`config.mk`:
```
export PLATFORM = sky130hd
export DESIGN_NAME = amcr_regs
export DESIGN_NICKNAME = d
export VERILOG_FILES = /design/src/pkg/amcr_pkg.sv /design/src/pkg/amcr_mgmt_if.sv /design/src/rtl/amcr_mdio_slave.sv /design/src/rtl/amcr_regs.sv
export SDC_FILE = /design/constraint.sdc
export NUM_CORES = 1
export LEC_CHECK = 0
export BUFFER_PORTS_ARGS = -buffer_cell sky130_fd_sc_hd__buf_4
export CORE_AREA = 3 3 181 183
export DETAILED_ROUTE_END_ITERATION = 16
export DIE_AREA = 0 0 184 186
export PLACE_DENSITY = 0.48
export SLEW_MARGIN = 20
export SYNTH_ARGS = -nofsm -noshare
export SYNTH_HDL_FRONTEND = slang
export SYNTH_SLANG_ARGS = --single-unit
```
`constraint.sdc`:
```
create_clock -name CLK_I -period 5.34 [get_ports CLK_I]
set_clock_uncertainty 0.1 [all_clocks]
set_input_delay 0.801 -clock CLK_I [delete_from_list [all_inputs] [get_ports CLK_I]]
set_output_delay 0.801 -clock CLK_I [all_outputs]
set_load 0.01 [all_outputs]
```
`src/pkg/amcr_pkg.sv`:
```
// Constants shared by the negotiation register bank and its serial port.
// Assumes 5-bit register and station addresses and 16-bit registers.
package amcr_pkg;
	localparam logic [4:0] REG_BASIC_CONTROL = 5'h00;
	localparam logic [4:0] REG_BASIC_STATUS = 5'h01;
	localparam logic [4:0] REG_ADVERTISE = 5'h04;
	localparam logic [4:0] REG_PARTNER = 5'h05;
	localparam logic [4:0] REG_EXPANSION = 5'h06;
	localparam logic [4:0] REG_NP_TRANSMIT = 5'h07;
	localparam logic [4:0] REG_GIG_CONTROL = 5'h09;
	localparam logic [4:0] REG_STRAP_LATCH = 5'h10;
	localparam logic [4:0] REG_LINK_NEG = 5'h11;
	localparam logic [4:0] REG_AUX_CONTROL = 5'h12;
	localparam int BC_RESET = 15;
	localparam int BC_SPEED_LSB = 13;
	localparam int BC_NEG_EN = 12;
	localparam int BC_ISOLATE = 10;
	localparam int BC_RESTART = 9;
	localparam int BC_DUPLEX = 8;
	localparam int BC_SPEED_MSB = 6;
	localparam logic [15:0] BS_ABILITIES = 16'hF909;
	localparam int BS_NEG_DONE = 5;
	localparam int BS_REMOTE_FAULT = 4;
	localparam int BS_LINK = 2;
	localparam int PAGE_NEXT = 15;
	localparam int PAGE_REMOTE_FAULT = 13;
	localparam int ADV_100FD = 8;
	localparam int ADV_100HD = 7;
	localparam int ADV_10FD = 6;
	localparam int ADV_10HD = 5;
	localparam logic [15:0] ADV_SELECTOR = 16'h0001;
	localparam int GIG_1000FD = 9;
	localparam int GIG_1000HD = 8;
	localparam int EXP_PD_FAULT = 4;
	localparam int EXP_LP_NP = 3;
	localparam int EXP_LOCAL_NP = 2;
	localparam int EXP_PAGE_RX = 1;
	localparam int EXP_LP_NEG = 0;
	localparam int AUX_XOVER_DIS = 15;
	localparam int AUX_XOVER_CROSS = 14;
	localparam int LNS_POL_LSB = 12;
	localparam int LNS_SWAPPED = 5;
	localparam int STRAP_NEG_EN = 15;
	localparam int STRAP_DUPLEX = 14;
	localparam int STRAP_SPEED_HI = 13;
	localparam int STRAP_SPEED_LO = 12;
	localparam int STRAP_XOVER_AUTO = 11;
	localparam int STRAP_XOVER_MAN = 10;
	localparam logic [4:0] ISOLATE_ADDR = 5'h00;
	localparam logic [1:0] SPEED_10 = 2'h0;
	localparam logic [1:0] SPEED_100 = 2'h1;
	localparam logic [1:0] SPEED_1000 = 2'h2;
	localparam logic [1:0] STRAP_SETTLE = 2'h2;
	localparam logic [1:0] OP_READ = 2'h2;
	localparam logic [1:0] OP_WRITE = 2'h1;
	localparam logic [5:0] PREAMBLE_LEN = 6'h20;
	localparam logic [4:0] HDR_LAST = 5'h0B;
	localparam logic [4:0] DATA_LAST = 5'h0F;
endpackage

```
`src/pkg/amcr_mgmt_if.sv`:
```
// Register access strobes between the serial port engine and the bank.
// Assumes both ends run on the same clock.
`timescale 1ns/1ps
interface amcr_mgmt_if;
	logic rd_stb;
	logic wr_stb;
	logic [4:0] addr;
	logic [15:0] wdata;
	logic [15:0] rdata;
	logic [4:0] phy_addr;
	logic ready;
	modport engine(output rd_stb, wr_stb, addr, wdata,
		input rdata, phy_addr, ready);
	modport bank(input rd_stb, wr_stb, addr, wdata,
		output rdata, phy_addr, ready);
endinterface

```
`src/rtl/amcr_mdio_slave.sv`:
```
// Serial management frame engine: preamble, start, opcode, addresses,
// turnaround and 16 data bits. Assumes MDC and MDIO are asynchronous pins.
`timescale 1ns/1ps
module amcr_mdio_slave
	import amcr_pkg::*;
(
	input wire logic clk_i,
	input wire logic rst_b_i,
	input wire logic ce_i,
	input wire logic mdc_i,
	input wire logic mdio_i,
	output logic mdio_o,
	output logic mdio_oe_o,
	amcr_mgmt_if.engine bus
);
	typedef enum logic [2:0] {PH_PRE, PH_ST, PH_HDR, PH_TA, PH_DATA} amcr_ph_t;
	typedef struct packed {
		logic mdc_s1;
		logic mdc_s2;
		logic mdc_s3;
		logic io_s1;
		logic io_s2;
		amcr_ph_t ph;
		logic [5:0] ones;
		logic [4:0] cnt;
		logic [11:0] hdr;
		logic [15:0] sh;
		logic match;
		logic out;
		logic oe;
		logic rd;
		logic wr;
	} amcr_mdio_t;
	amcr_mdio_t r_reg, r_next;
	logic bit_in;
	logic rise;
	assign bit_in = r_reg.io_s2;
	assign rise = r_reg.mdc_s2 & ~r_reg.mdc_s3;
	always_comb begin
		r_next = r_reg;
		r_next.rd = 1'b0;
		r_next.wr = 1'b0;
		r_next.mdc_s1 = mdc_i;
		r_next.mdc_s2 = r_reg.mdc_s1;
		r_next.mdc_s3 = r_reg.mdc_s2;
		r_next.io_s1 = mdio_i;
		r_next.io_s2 = r_reg.io_s1;
		if (rise) begin
			case (r_reg.ph)
				PH_PRE: begin
					if (bit_in && r_reg.ones != PREAMBLE_LEN)
						r_next.ones = r_reg.ones + 6'h01;
					else if (!bit_in && r_reg.ones == PREAMBLE_LEN)
						r_next.ph = PH_ST;
					else if (!bit_in)
						r_next.ones = 6'h00;
				end
				PH_ST: begin
					r_next.ones = 6'h00;
					r_next.cnt = 5'h00;
					r_next.ph = bit_in ? PH_HDR : PH_PRE;
				end
				PH_HDR: begin
					r_next.hdr = {r_reg.hdr[10:0], bit_in};
					r_next.cnt = r_reg.cnt + 5'h01;
					if (r_reg.cnt == HDR_LAST) begin
						r_next.ph = PH_TA;
						r_next.cnt = 5'h00;
						r_next.match = bus.ready &&
							r_next.hdr[9:5] == bus.phy_addr;
					end
				end
				PH_TA: begin
					r_next.cnt = r_reg.cnt + 5'h01;
					if (r_reg.hdr[11:10] == OP_READ && r_reg.match) begin
						// Slot two of the turnaround is driven low.
						r_next.oe = 1'b1;
						r_next.rd = r_reg.cnt == 5'h00;
						// The word is taken once, before the read strobe,
						// so clear-on-read bits return their old value.
						if (r_reg.cnt == 5'h00) begin
							r_next.out = 1'b0;
							r_next.sh = bus.rdata;
						end else begin
							r_next.out = r_reg.sh[15];
							r_next.sh = {r_reg.sh[14:0], 1'b0};
						end
					end
					if (r_reg.cnt != 5'h00) begin
						r_next.ph = PH_DATA;
						r_next.cnt = 5'h00;
					end
				end
				PH_DATA: begin
					r_next.cnt = r_reg.cnt + 5'h01;
					if (r_reg.hdr[11:10] == OP_READ) begin
						r_next.out = r_reg.sh[15];
						r_next.sh = {r_reg.sh[14:0], 1'b0};
					end else
						r_next.sh = {r_reg.sh[14:0], bit_in};
					if (r_reg.cnt == DATA_LAST) begin
						r_next.ph = PH_PRE;
						r_next.oe = 1'b0;
						r_next.wr = r_reg.match &&
							r_reg.hdr[11:10] == OP_WRITE;
					end
				end
				default: r_next.ph = PH_PRE;
			endcase
		end
	end
	always_ff @(posedge clk_i or negedge rst_b_i) begin
		if (!rst_b_i)
			r_reg <= '0;
		else if (ce_i)
			r_reg <= r_next;
	end
	assign mdio_o = r_reg.out;
	assign mdio_oe_o = r_reg.oe;
	assign bus.rd_stb = r_reg.rd;
	assign bus.wr_stb = r_reg.wr;
	assign bus.addr = r_reg.hdr[4:0];
	assign bus.wdata = r_reg.sh;
endmodule // amcr_mdio_slave

```
`src/rtl/amcr_regs.sv`:
```
// Negotiation, crossover and strap register bank of a tri-speed transceiver.
// Assumes link-pulse, receive and crossover detectors share CLK_I; straps
// and the management pins are asynchronous.
//
// How it works
// - Register writes override strap-initialised settings.
// - Send advertisement and gigabit abilities while negotiating.
// - Straps choose duplex and advertised speeds.
// - Resolve highest common mode with partner.
// - Report result in control and status.
// - Status ability bits are the fixed constant F909.
// - Status bits five, four, two report progress.
// - Advertisement defaults to strapped modes; cleared bits are withheld.
// - Partner register takes base then each page.
// - Base page overwritten by next pages; page-received flag marks arrival.
// - Expansion bits report fault, pages, partner ability.
// - Swap A/B, and C/D at gigabit.
// - Crossover resolves before pulse bursts start.
// - Crossover straps pick automatic or fixed wiring.
// - Auxiliary bits override the crossover straps.
// - Crossover runs in negotiated and forced modes.
// - Show per-pair polarity reversal in bits 15:12.
// - Address strapped; zero isolates at power-up.
// - Latch all straps into read-only register.
// - Shared LED pin polarity opposes its strap.
// - Writing restart bit reruns negotiation.
`timescale 1ns/1ps
module amcr_regs
	import amcr_pkg::*;
(
	input wire logic CLK_I,
	input wire logic RST_B_I,
	input wire logic CE_I,
	input wire logic MDC_I,
	input wire logic MDIO_I,
	output logic MDIO_O,
	output logic MDIO_OE_O,
	input wire logic NEGOTIATION_ENABLE_STRAP_I,
	input wire logic DUPLEX_STRAP_I,
	input wire logic SPEED_STRAP_HI_I,
	input wire logic SPEED_STRAP_LO_I,
	input wire logic CROSSOVER_AUTO_STRAP_I,
	input wire logic CROSSOVER_MANUAL_STRAP_I,
	input wire logic [4:0] PHY_ADDR_STRAP_I,
	input wire logic PAGE_RX_VALID_I,
	input wire logic [15:0] PAGE_RX_DATA_I,
	input wire logic [1:0] PARTNER_GIG_ABILITY_I,
	input wire logic PARALLEL_FAULT_I,
	input wire logic LINK_OK_I,
	input wire logic CROSS_LOCK_I,
	input wire logic CROSS_DETECTED_I,
	input wire logic [3:0] POLARITY_REV_I,
	output logic FLP_ENABLE_O,
	output logic [15:0] PAGE_TX_DATA_O,
	output logic [15:0] GIG_TX_DATA_O,
	output logic [1:0] SPEED_O,
	output logic FULL_DUPLEX_O,
	output logic SWAP_AB_O,
	output logic SWAP_CD_O,
	output logic [3:0] POLARITY_INVERT_O,
	output logic ISOLATE_O,
	output logic DUPLEX_LED_O,
	output logic DUPLEX_LED_OE_O
);
	typedef enum logic [2:0] {
		ST_LATCH, ST_XOVER, ST_BASE, ST_NEXT, ST_DONE, ST_FORCED
	} amcr_state_t;
	typedef struct packed {
		amcr_state_t st;
		logic [10:0] sync1;
		logic [10:0] sync2;
		logic [1:0] settle;
		logic [15:0] strap;
		logic [15:0] bc;
		logic [15:0] adv;
		logic [15:0] lpa;
		logic [15:0] npt;
		logic [15:0] gig;
		logic [15:0] aux;
		logic page_rx;
		logic pd_fault;
		logic lp_neg;
		logic np_loaded;
		logic neg_done;
		logic link;
		logic swap;
		logic swap_cd;
		logic [3:0] pol;
		logic flp;
		logic [15:0] tx_page;
		logic [1:0] speed;
		logic fdx;
		logic led;
		logic led_oe;
	} amcr_state_reg_t;
	amcr_state_reg_t r_reg, r_next;
	amcr_mgmt_if mgmt();
	amcr_mdio_slave u_mdio (
		.clk_i(CLK_I),
		.rst_b_i(RST_B_I),
		.ce_i(CE_I),
		.mdc_i(MDC_I),
		.mdio_i(MDIO_I),
		.mdio_o(MDIO_O),
		.mdio_oe_o(MDIO_OE_O),
		.bus(mgmt)
	);
	// Returns {found, speed, full duplex} for the best shared mode.
	function automatic logic [3:0] resolve(input logic [15:0] adv,
		input logic [15:0] lpa, input logic [15:0] gig,
		input logic [1:0] pgig);
		logic [15:0] common;
		common = adv & lpa;
		if (gig[GIG_1000FD] && pgig[1])
			resolve = {1'b1, SPEED_1000, 1'b1};
		else if (gig[GIG_1000HD] && pgig[0])
			resolve = {1'b1, SPEED_1000, 1'b0};
		else if (common[ADV_100FD])
			resolve = {1'b1, SPEED_100, 1'b1};
		else if (common[ADV_100HD])
			resolve = {1'b1, SPEED_100, 1'b0};
		else if (common[ADV_10FD])
			resolve = {1'b1, SPEED_10, 1'b1};
		else if (common[ADV_10HD])
			resolve = {1'b1, SPEED_10, 1'b0};
		else
			resolve = {1'b0, SPEED_10, 1'b0};
	endfunction
	function automatic logic [15:0] read_reg(input logic [4:0] a,
		input amcr_state_reg_t s);
		case (a)
			REG_BASIC_CONTROL: read_reg = s.bc;
			REG_BASIC_STATUS: begin
				read_reg = BS_ABILITIES;
				read_reg[BS_NEG_DONE] = s.neg_done;
				read_reg[BS_REMOTE_FAULT] = s.lpa[PAGE_REMOTE_FAULT];
				read_reg[BS_LINK] = s.link;
			end
			REG_ADVERTISE: read_reg = s.adv;
			REG_PARTNER: read_reg = s.lpa;
			REG_EXPANSION: begin
				read_reg = 16'h0000;
				read_reg[EXP_PD_FAULT] = s.pd_fault;
				read_reg[EXP_LP_NP] = s.lpa[PAGE_NEXT];
				read_reg[EXP_LOCAL_NP] = 1'b1;
				read_reg[EXP_PAGE_RX] = s.page_rx;
				read_reg[EXP_LP_NEG] = s.lp_neg;
			end
			REG_NP_TRANSMIT: read_reg = s.npt;
			REG_GIG_CONTROL: read_reg = s.gig;
			REG_STRAP_LATCH: read_reg = s.strap;
			REG_LINK_NEG: begin
				read_reg = 16'h0000;
				read_reg[LNS_POL_LSB +: 4] = s.pol;
				read_reg[LNS_SWAPPED] = s.swap;
			end
			REG_AUX_CONTROL: read_reg = s.aux;
			default: read_reg = 16'h0000;
		endcase
	endfunction
	logic [3:0] res;
	logic xover_auto;
	logic xover_cross;
	logic [10:0] strap_pins;
	assign res = resolve(r_reg.adv, r_reg.lpa, r_reg.gig,
		PARTNER_GIG_ABILITY_I);
	// An auxiliary override takes precedence over both crossover straps.
	assign xover_auto = r_reg.strap[STRAP_XOVER_AUTO] &
		~r_reg.aux[AUX_XOVER_DIS];
	assign xover_cross = r_reg.aux[AUX_XOVER_DIS] ?
		r_reg.aux[AUX_XOVER_CROSS] : r_reg.strap[STRAP_XOVER_MAN];
	assign strap_pins = {NEGOTIATION_ENABLE_STRAP_I, DUPLEX_STRAP_I,
		SPEED_STRAP_HI_I, SPEED_STRAP_LO_I, CROSSOVER_AUTO_STRAP_I,
		CROSSOVER_MANUAL_STRAP_I, PHY_ADDR_STRAP_I};
	assign mgmt.rdata = read_reg(mgmt.addr, r_reg);
	assign mgmt.phy_addr = r_reg.strap[4:0];
	assign mgmt.ready = r_reg.st != ST_LATCH;
	always_comb begin
		r_next = r_reg;
		r_next.sync1 = strap_pins;
		r_next.sync2 = r_reg.sync1;
		r_next.pol = POLARITY_REV_I;
		r_next.link = LINK_OK_I;
		if (r_reg.st == ST_LATCH) begin
			// Wait for the strap synchronisers to fill before sampling.
			r_next.settle = r_reg.settle + 2'h1;
			if (r_reg.settle == STRAP_SETTLE) begin
				r_next.strap = {r_reg.sync2[10:5], 5'h00, r_reg.sync2[4:0]};
				r_next.bc = 16'h0000;
				r_next.bc[BC_NEG_EN] = r_reg.sync2[10];
				r_next.bc[BC_DUPLEX] = r_reg.sync2[9];
				if (!r_reg.sync2[10]) begin
					r_next.bc[BC_SPEED_MSB] = r_reg.sync2[8];
					r_next.bc[BC_SPEED_LSB] = r_reg.sync2[7];
				end
				r_next.bc[BC_ISOLATE] = r_reg.sync2[4:0] == ISOLATE_ADDR;
				// Speed straps pick the 10/100 abilities; gigabit is
				// always offered and duplex halves or keeps every mode.
				r_next.adv = ADV_SELECTOR;
				r_next.adv[ADV_10FD] = r_reg.sync2[9] & (&r_reg.sync2[8:7]);
				r_next.adv[ADV_10HD] = ~r_reg.sync2[9] & (&r_reg.sync2[8:7]);
				r_next.adv[ADV_100FD] = r_reg.sync2[9] & ~r_reg.sync2[8];
				r_next.adv[ADV_100HD] = ~r_reg.sync2[9] & ~r_reg.sync2[8];
				if (r_reg.sync2[8:7] == 2'h0) begin
					r_next.adv[ADV_10FD] = r_reg.sync2[9];
					r_next.adv[ADV_10HD] = ~r_reg.sync2[9];
				end
				r_next.gig = 16'h0000;
				r_next.gig[GIG_1000FD] = r_reg.sync2[9];
				r_next.gig[GIG_1000HD] = ~r_reg.sync2[9];
				r_next.st = ST_XOVER;
			end
		end else begin
			if (mgmt.rd_stb && mgmt.addr == REG_EXPANSION) begin
				r_next.page_rx = 1'b0;
				r_next.pd_fault = 1'b0;
			end
			if (mgmt.wr_stb) begin
				case (mgmt.addr)
					REG_BASIC_CONTROL: begin
						r_next.bc = mgmt.wdata;
						r_next.bc[BC_RESTART] = 1'b0;
						r_next.bc[BC_RESET] = 1'b0;
						if (mgmt.wdata[BC_RESTART] ||
							mgmt.wdata[BC_NEG_EN] != r_reg.bc[BC_NEG_EN])
							r_next.st = ST_XOVER;
					end
					REG_ADVERTISE: r_next.adv = mgmt.wdata;
					REG_NP_TRANSMIT: begin
						r_next.npt = mgmt.wdata;
						r_next.np_loaded = 1'b1;
					end
					REG_GIG_CONTROL: r_next.gig = mgmt.wdata;
					REG_AUX_CONTROL: begin
						r_next.aux = mgmt.wdata;
						r_next.st = ST_XOVER;
					end
					default: ;
				endcase
			end
			// A fault or page that coincides with the read still sets.
			if (PARALLEL_FAULT_I)
				r_next.pd_fault = 1'b1;
			case (r_reg.st)
				ST_XOVER: begin
					r_next.neg_done = 1'b0;
					r_next.flp = 1'b0;
					if (!xover_auto) begin
						r_next.swap = xover_cross;
						r_next.st = r_reg.bc[BC_NEG_EN] ? ST_BASE : ST_FORCED;
					end else if (CROSS_LOCK_I) begin
						r_next.swap = CROSS_DETECTED_I;
						r_next.st = r_reg.bc[BC_NEG_EN] ?
							ST_BASE : ST_FORCED;
					end
					if (r_next.st == ST_BASE) begin
						r_next.page_rx = 1'b0;
						r_next.lp_neg = 1'b0;
						r_next.np_loaded = 1'b0;
					end
				end
				ST_BASE: begin
					r_next.flp = 1'b1;
					r_next.tx_page = r_reg.adv;
					if (PAGE_RX_VALID_I) begin
						r_next.lpa = PAGE_RX_DATA_I;
						r_next.page_rx = 1'b1;
						r_next.lp_neg = 1'b1;
						if (PAGE_RX_DATA_I[PAGE_NEXT] || r_reg.adv[PAGE_NEXT])
							r_next.st = ST_NEXT;
						else
							r_next.st = ST_DONE;
					end
				end
				ST_NEXT: begin
					// Bursts pause until the manager loads the next page.
					r_next.flp = r_reg.np_loaded;
					r_next.tx_page = r_reg.npt;
					if (PAGE_RX_VALID_I) begin
						r_next.lpa = PAGE_RX_DATA_I;
						r_next.page_rx = 1'b1;
						r_next.np_loaded = 1'b0;
						if (!PAGE_RX_DATA_I[PAGE_NEXT] &&
							!r_reg.npt[PAGE_NEXT])
							r_next.st = ST_DONE;
					end
				end
				ST_DONE: begin
					r_next.flp = 1'b0;
					r_next.neg_done = res[3];
					r_next.speed = res[2:1];
					r_next.fdx = res[0];
					r_next.bc[BC_SPEED_MSB] = res[2];
					r_next.bc[BC_SPEED_LSB] = res[1];
					r_next.bc[BC_DUPLEX] = res[0];
					// Losing the link or finding no shared mode renegotiates.
					if (!res[3] || (r_reg.neg_done && !LINK_OK_I))
						r_next.st = ST_XOVER;
				end
				ST_FORCED: begin
					r_next.flp = 1'b0;
					r_next.speed = {r_reg.bc[BC_SPEED_MSB],
						r_reg.bc[BC_SPEED_LSB]};
					r_next.fdx = r_reg.bc[BC_DUPLEX];
				end
				default: r_next.st = ST_XOVER;
			endcase
			r_next.swap_cd = r_next.swap & (r_next.speed == SPEED_1000);
			if (PAGE_RX_VALID_I &&
				(r_reg.st == ST_BASE || r_reg.st == ST_NEXT))
				r_next.page_rx = 1'b1;
			// The pin idles as a strap input until the value is held.
			r_next.led_oe = 1'b1;
			r_next.led = (r_reg.fdx & r_reg.link) ^
				r_reg.strap[0];
		end
	end
	always_ff @(posedge CLK_I or negedge RST_B_I) begin
		if (!RST_B_I)
			r_reg <= '0;
		else if (CE_I)
			r_reg <= r_next;
	end
	assign FLP_ENABLE_O = r_reg.flp;
	assign PAGE_TX_DATA_O = r_reg.tx_page;
	assign GIG_TX_DATA_O = r_reg.gig;
	assign SPEED_O = r_reg.speed;
	assign FULL_DUPLEX_O = r_reg.fdx;
	assign SWAP_AB_O = r_reg.swap;
	assign SWAP_CD_O = r_reg.swap_cd;
	assign POLARITY_INVERT_O = r_reg.pol;
	assign ISOLATE_O = r_reg.bc[BC_ISOLATE];
	assign DUPLEX_LED_O = r_reg.led;
	assign DUPLEX_LED_OE_O = r_reg.led_oe;
endmodule // amcr_regs

```
==> flow_metrics.env <==
export IMPL_path_buf_inv=1
export IMPL_required_ps=5650
export IMPL_syn_area_sq_um=10870
export IMPL_use_met1=0.2935
export IMPL_cts_sinks=218
export IMPL_cts_buffer_depth=3
export IMPL_worst_slew_pin_transition_ps=1130
export IMPL_core_area_sq_um=31390
export IMPL_largest_reg_flops=105
export IMPL_fin_setup_tns_ps=0
export IMPL_grt_start_max_net_pins=114
export IMPL_avgSynthCellArea_sq_um=10.89
export IMPL_cp_arrival_ps=3530
export IMPL_fillers=3120
export IMPL_area_growth_pct=14.21
export IMPL_layout_common_cells="dfrtp_1, mux2_2, buf_4"
export IMPL_ys_flop_type="dfrtp_1"
export IMPL_antenna_diode_count=0
export IMPL_num_nets_final=1074
export IMPL_grt_pass1_wl_um=49820
export IMPL_synth_warnings=0
export IMPL_setup_violations=0
export IMPL_synthDistinctLibCells=72
export IMPL_critPathMaxStageDelay_ps=860
export IMPL_io_pins=90
export IMPL_relSlewSlack=0.2467
export IMPL_synth_area_leaders="dfrtp_1, mux2_2, o21ai_0"
export IMPL_dr_pass1_iters=8
export IMPL_drt_iter0_drc=778
export IMPL_crit_chain="nand2b_1 -> nor4b_4 -> buf_4 -> and3_1 -> mux2_2"
export IMPL_portBuffers=89
export IMPL_clkTransAtPathRegs_ps=60
export IMPL_grt_busiest_layer="met1"
export IMPL_status="finished, final reports clean"
export IMPL_wl_um=32660
export IMPL_die_w_um=184
export IMPL_die_height_um=186
export IMPL_period_share=0.6043
export IMPL_htreeDepth=1
export IMPL_critPathMaxFanout=19
export IMPL_netlist_instances=998
export IMPL_cts_tree="built"
export IMPL_cts_made_buffers=26
export IMPL_multi_input_area_sq_um=4753
export IMPL_drv_max_cap_violation_count=0
export IMPL_layout_commonest_cell="dfrtp_1"
export IMPL_vias=8026
export IMPL_first_global_vias=7678
export IMPL_routedWlPerCell_um=22.62
export IMPL_seq_area_sq_um=5455
export IMPL_die_area_sq_um=34220
export IMPL_drive_above_1_share=0.2697
export IMPL_finalHoldViolCount=0
export IMPL_min_period_ps=3227
export IMPL_start_kind="register"
export IMPL_final_max_slew_viol_count=0
export IMPL_drcViolationCount=0
export IMPL_root_buffer="clkbuf_16"
export IMPL_post_cts_buffers=0
export IMPL_dp_hpwl_um=22520
export IMPL_max_freq_mhz=309.9
export IMPL_ir_drop_mv=0.2215
export IMPL_hp_class="input pin to async pin"
export IMPL_rows=65
export IMPL_track_usage=0.1898
export IMPL_synth_seq_cells=218
export IMPL_fin_hold_ws_ps=241.7
export IMPL_p_per_area_nw_per_um2=473.4
export IMPL_ctsHoldBuffers=0
export IMPL_rsz0062_at_grt="no"
export IMPL_route_antenna_remaining_nets=0
export IMPL_synth_fp_nets=1047
export IMPL_overflow=0
export IMPL_synthArstFlopShare=1.000
export IMPL_grtUsageMet2=0.2811
export IMPL_cts_resized=0
export IMPL_yosys_area_top_type="dfrtp_1"
export IMPL_synth_edf_count=0
export IMPL_path_delay_family="simple AND/OR/NAND/NOR gates"
export IMPL_clock_latency_ps=530
export IMPL_cpMaxStageDelayCell="dfrtp_1"
export IMPL_vias_per_cell=5.558
export IMPL_antenna_found_initial=0
export IMPL_ys_seq_area_frac=0.5021
export IMPL_endpoint_kind="register"
export IMPL_gp_congestion=0.8834
export IMPL_use_met3=0.02892
export IMPL_yosysTopAreaCellShare=0.5021
export IMPL_initial_core_util=0.3461
export IMPL_leakage_uw=0.005630
export IMPL_crit_type="register to register"
[stage by stage]
step | std cells | utilization | power, uW | worst slack, ps | instance area [sq um]
after floorplan | 998 | - | 3513 | 3069 | 10870
after global placement | 1399 | 0.3674 | 4073 | 2141 | 11530
after detailed placement | 1399 | 0.3675 | 4085 | 2030 | 11540
after CTS | 1444 | 0.3953 | 5928 | 2149 | 12410
after global routing | 1444 | 0.3953 | 6209 | 1985 | 12410
final | 1444 | 0.3953 | 5874 | 2113 | 12410
[per-layer routing]
metal  part of all wire  routed length (um)
met5                  0                   0
met1               0.49               16070
met3              0.056                1825
met4              0.016                 528
met2               0.44               14230
[final timing paths]
| check | slack (ps) | startpoint | cells past startpoint | end |
|---|---|---|---|---|
| setup / recovery | 2110 | u_mdio.bus.addr[4]$_DFFE_PN0P_ | 5 | r_reg[41]$_DFFE_PN0P_ |
| hold / removal | 240 | RST_B_I | 1 | PAGE_TX_DATA_O[3]$_DFFE_PN0P_ |
| min in group CLK_I | 370 | DUPLEX_LED_OE_O$_DFFE_PN0P_ | 1 | DUPLEX_LED_OE_O$_DFFE_PN0P_ |
| hold reg to reg | 370 | DUPLEX_LED_OE_O$_DFFE_PN0P_ | 1 | DUPLEX_LED_OE_O$_DFFE_PN0P_ |
| max in group asynchronous | 3750 | RST_B_I | 2 | u_mdio.bus.wdata[0]$_DFFE_PN0P_ |
| setup reg to reg | 2110 | u_mdio.bus.addr[4]$_DFFE_PN0P_ | 5 | r_reg[41]$_DFFE_PN0P_ |
[power by group]
part	total (uW)	switching, uW	internal [uW]	leakage [uW]
clock	1810	698	1110	0.000439
sequential	2490	523	1970	0.00284
combinational	1570	877	694	0.00235
[final cells by class]
| type | instances | area share |
|---|---|---|
| clock buffers | 34 | 0.05979 |
| clock inverters | 11 | 0.01049 |
| inverters | 22 | 0.006655 |
| multi-input cells | 659 | 0.3830 |
| flip-flops and latches | 218 | 0.4396 |
| well taps | 402 | 0.04053 |
| repair buffers | 98 | 0.05989 |
[cells in the mapped netlist (all sizes together) (10+ instances only)]
cell type	n
nor2	44
nand2	95
mux2i	19
a31oi	14
and3	25
a21oi	26
a22oi	28
a222oi	10
a22o	10
buf	69
clkbuf	30
nand2b	13
a221o	10
nor3	13
o21ai	79
nor2b	11
nand3	21
inv	22
mux2	120
dfrtp	218
[worst reg2reg max path, cell delays in order, from the launching register on]
cell and delay (ps):
dfrtp_1 860, nand2b_1 310, nor4b_4 270, buf_4 300, and3_1 850, mux2_2 420
[cells by family after synthesis]
group / count (synthesis) / synth area share
and+or+nand+nor: 271 / 0.1313
adders and majority gates: 6 / 0.006909
DFF: 218 / 0.5021
muxes: 139 / 0.1419
buffers and inverters: 121 / 0.06069
xor gates and xnor gates: 10 / 0.008060
AOI/OAI and AO/OA: 233 / 0.1491
No activity file was read; power rests on OpenSTA's default activity.
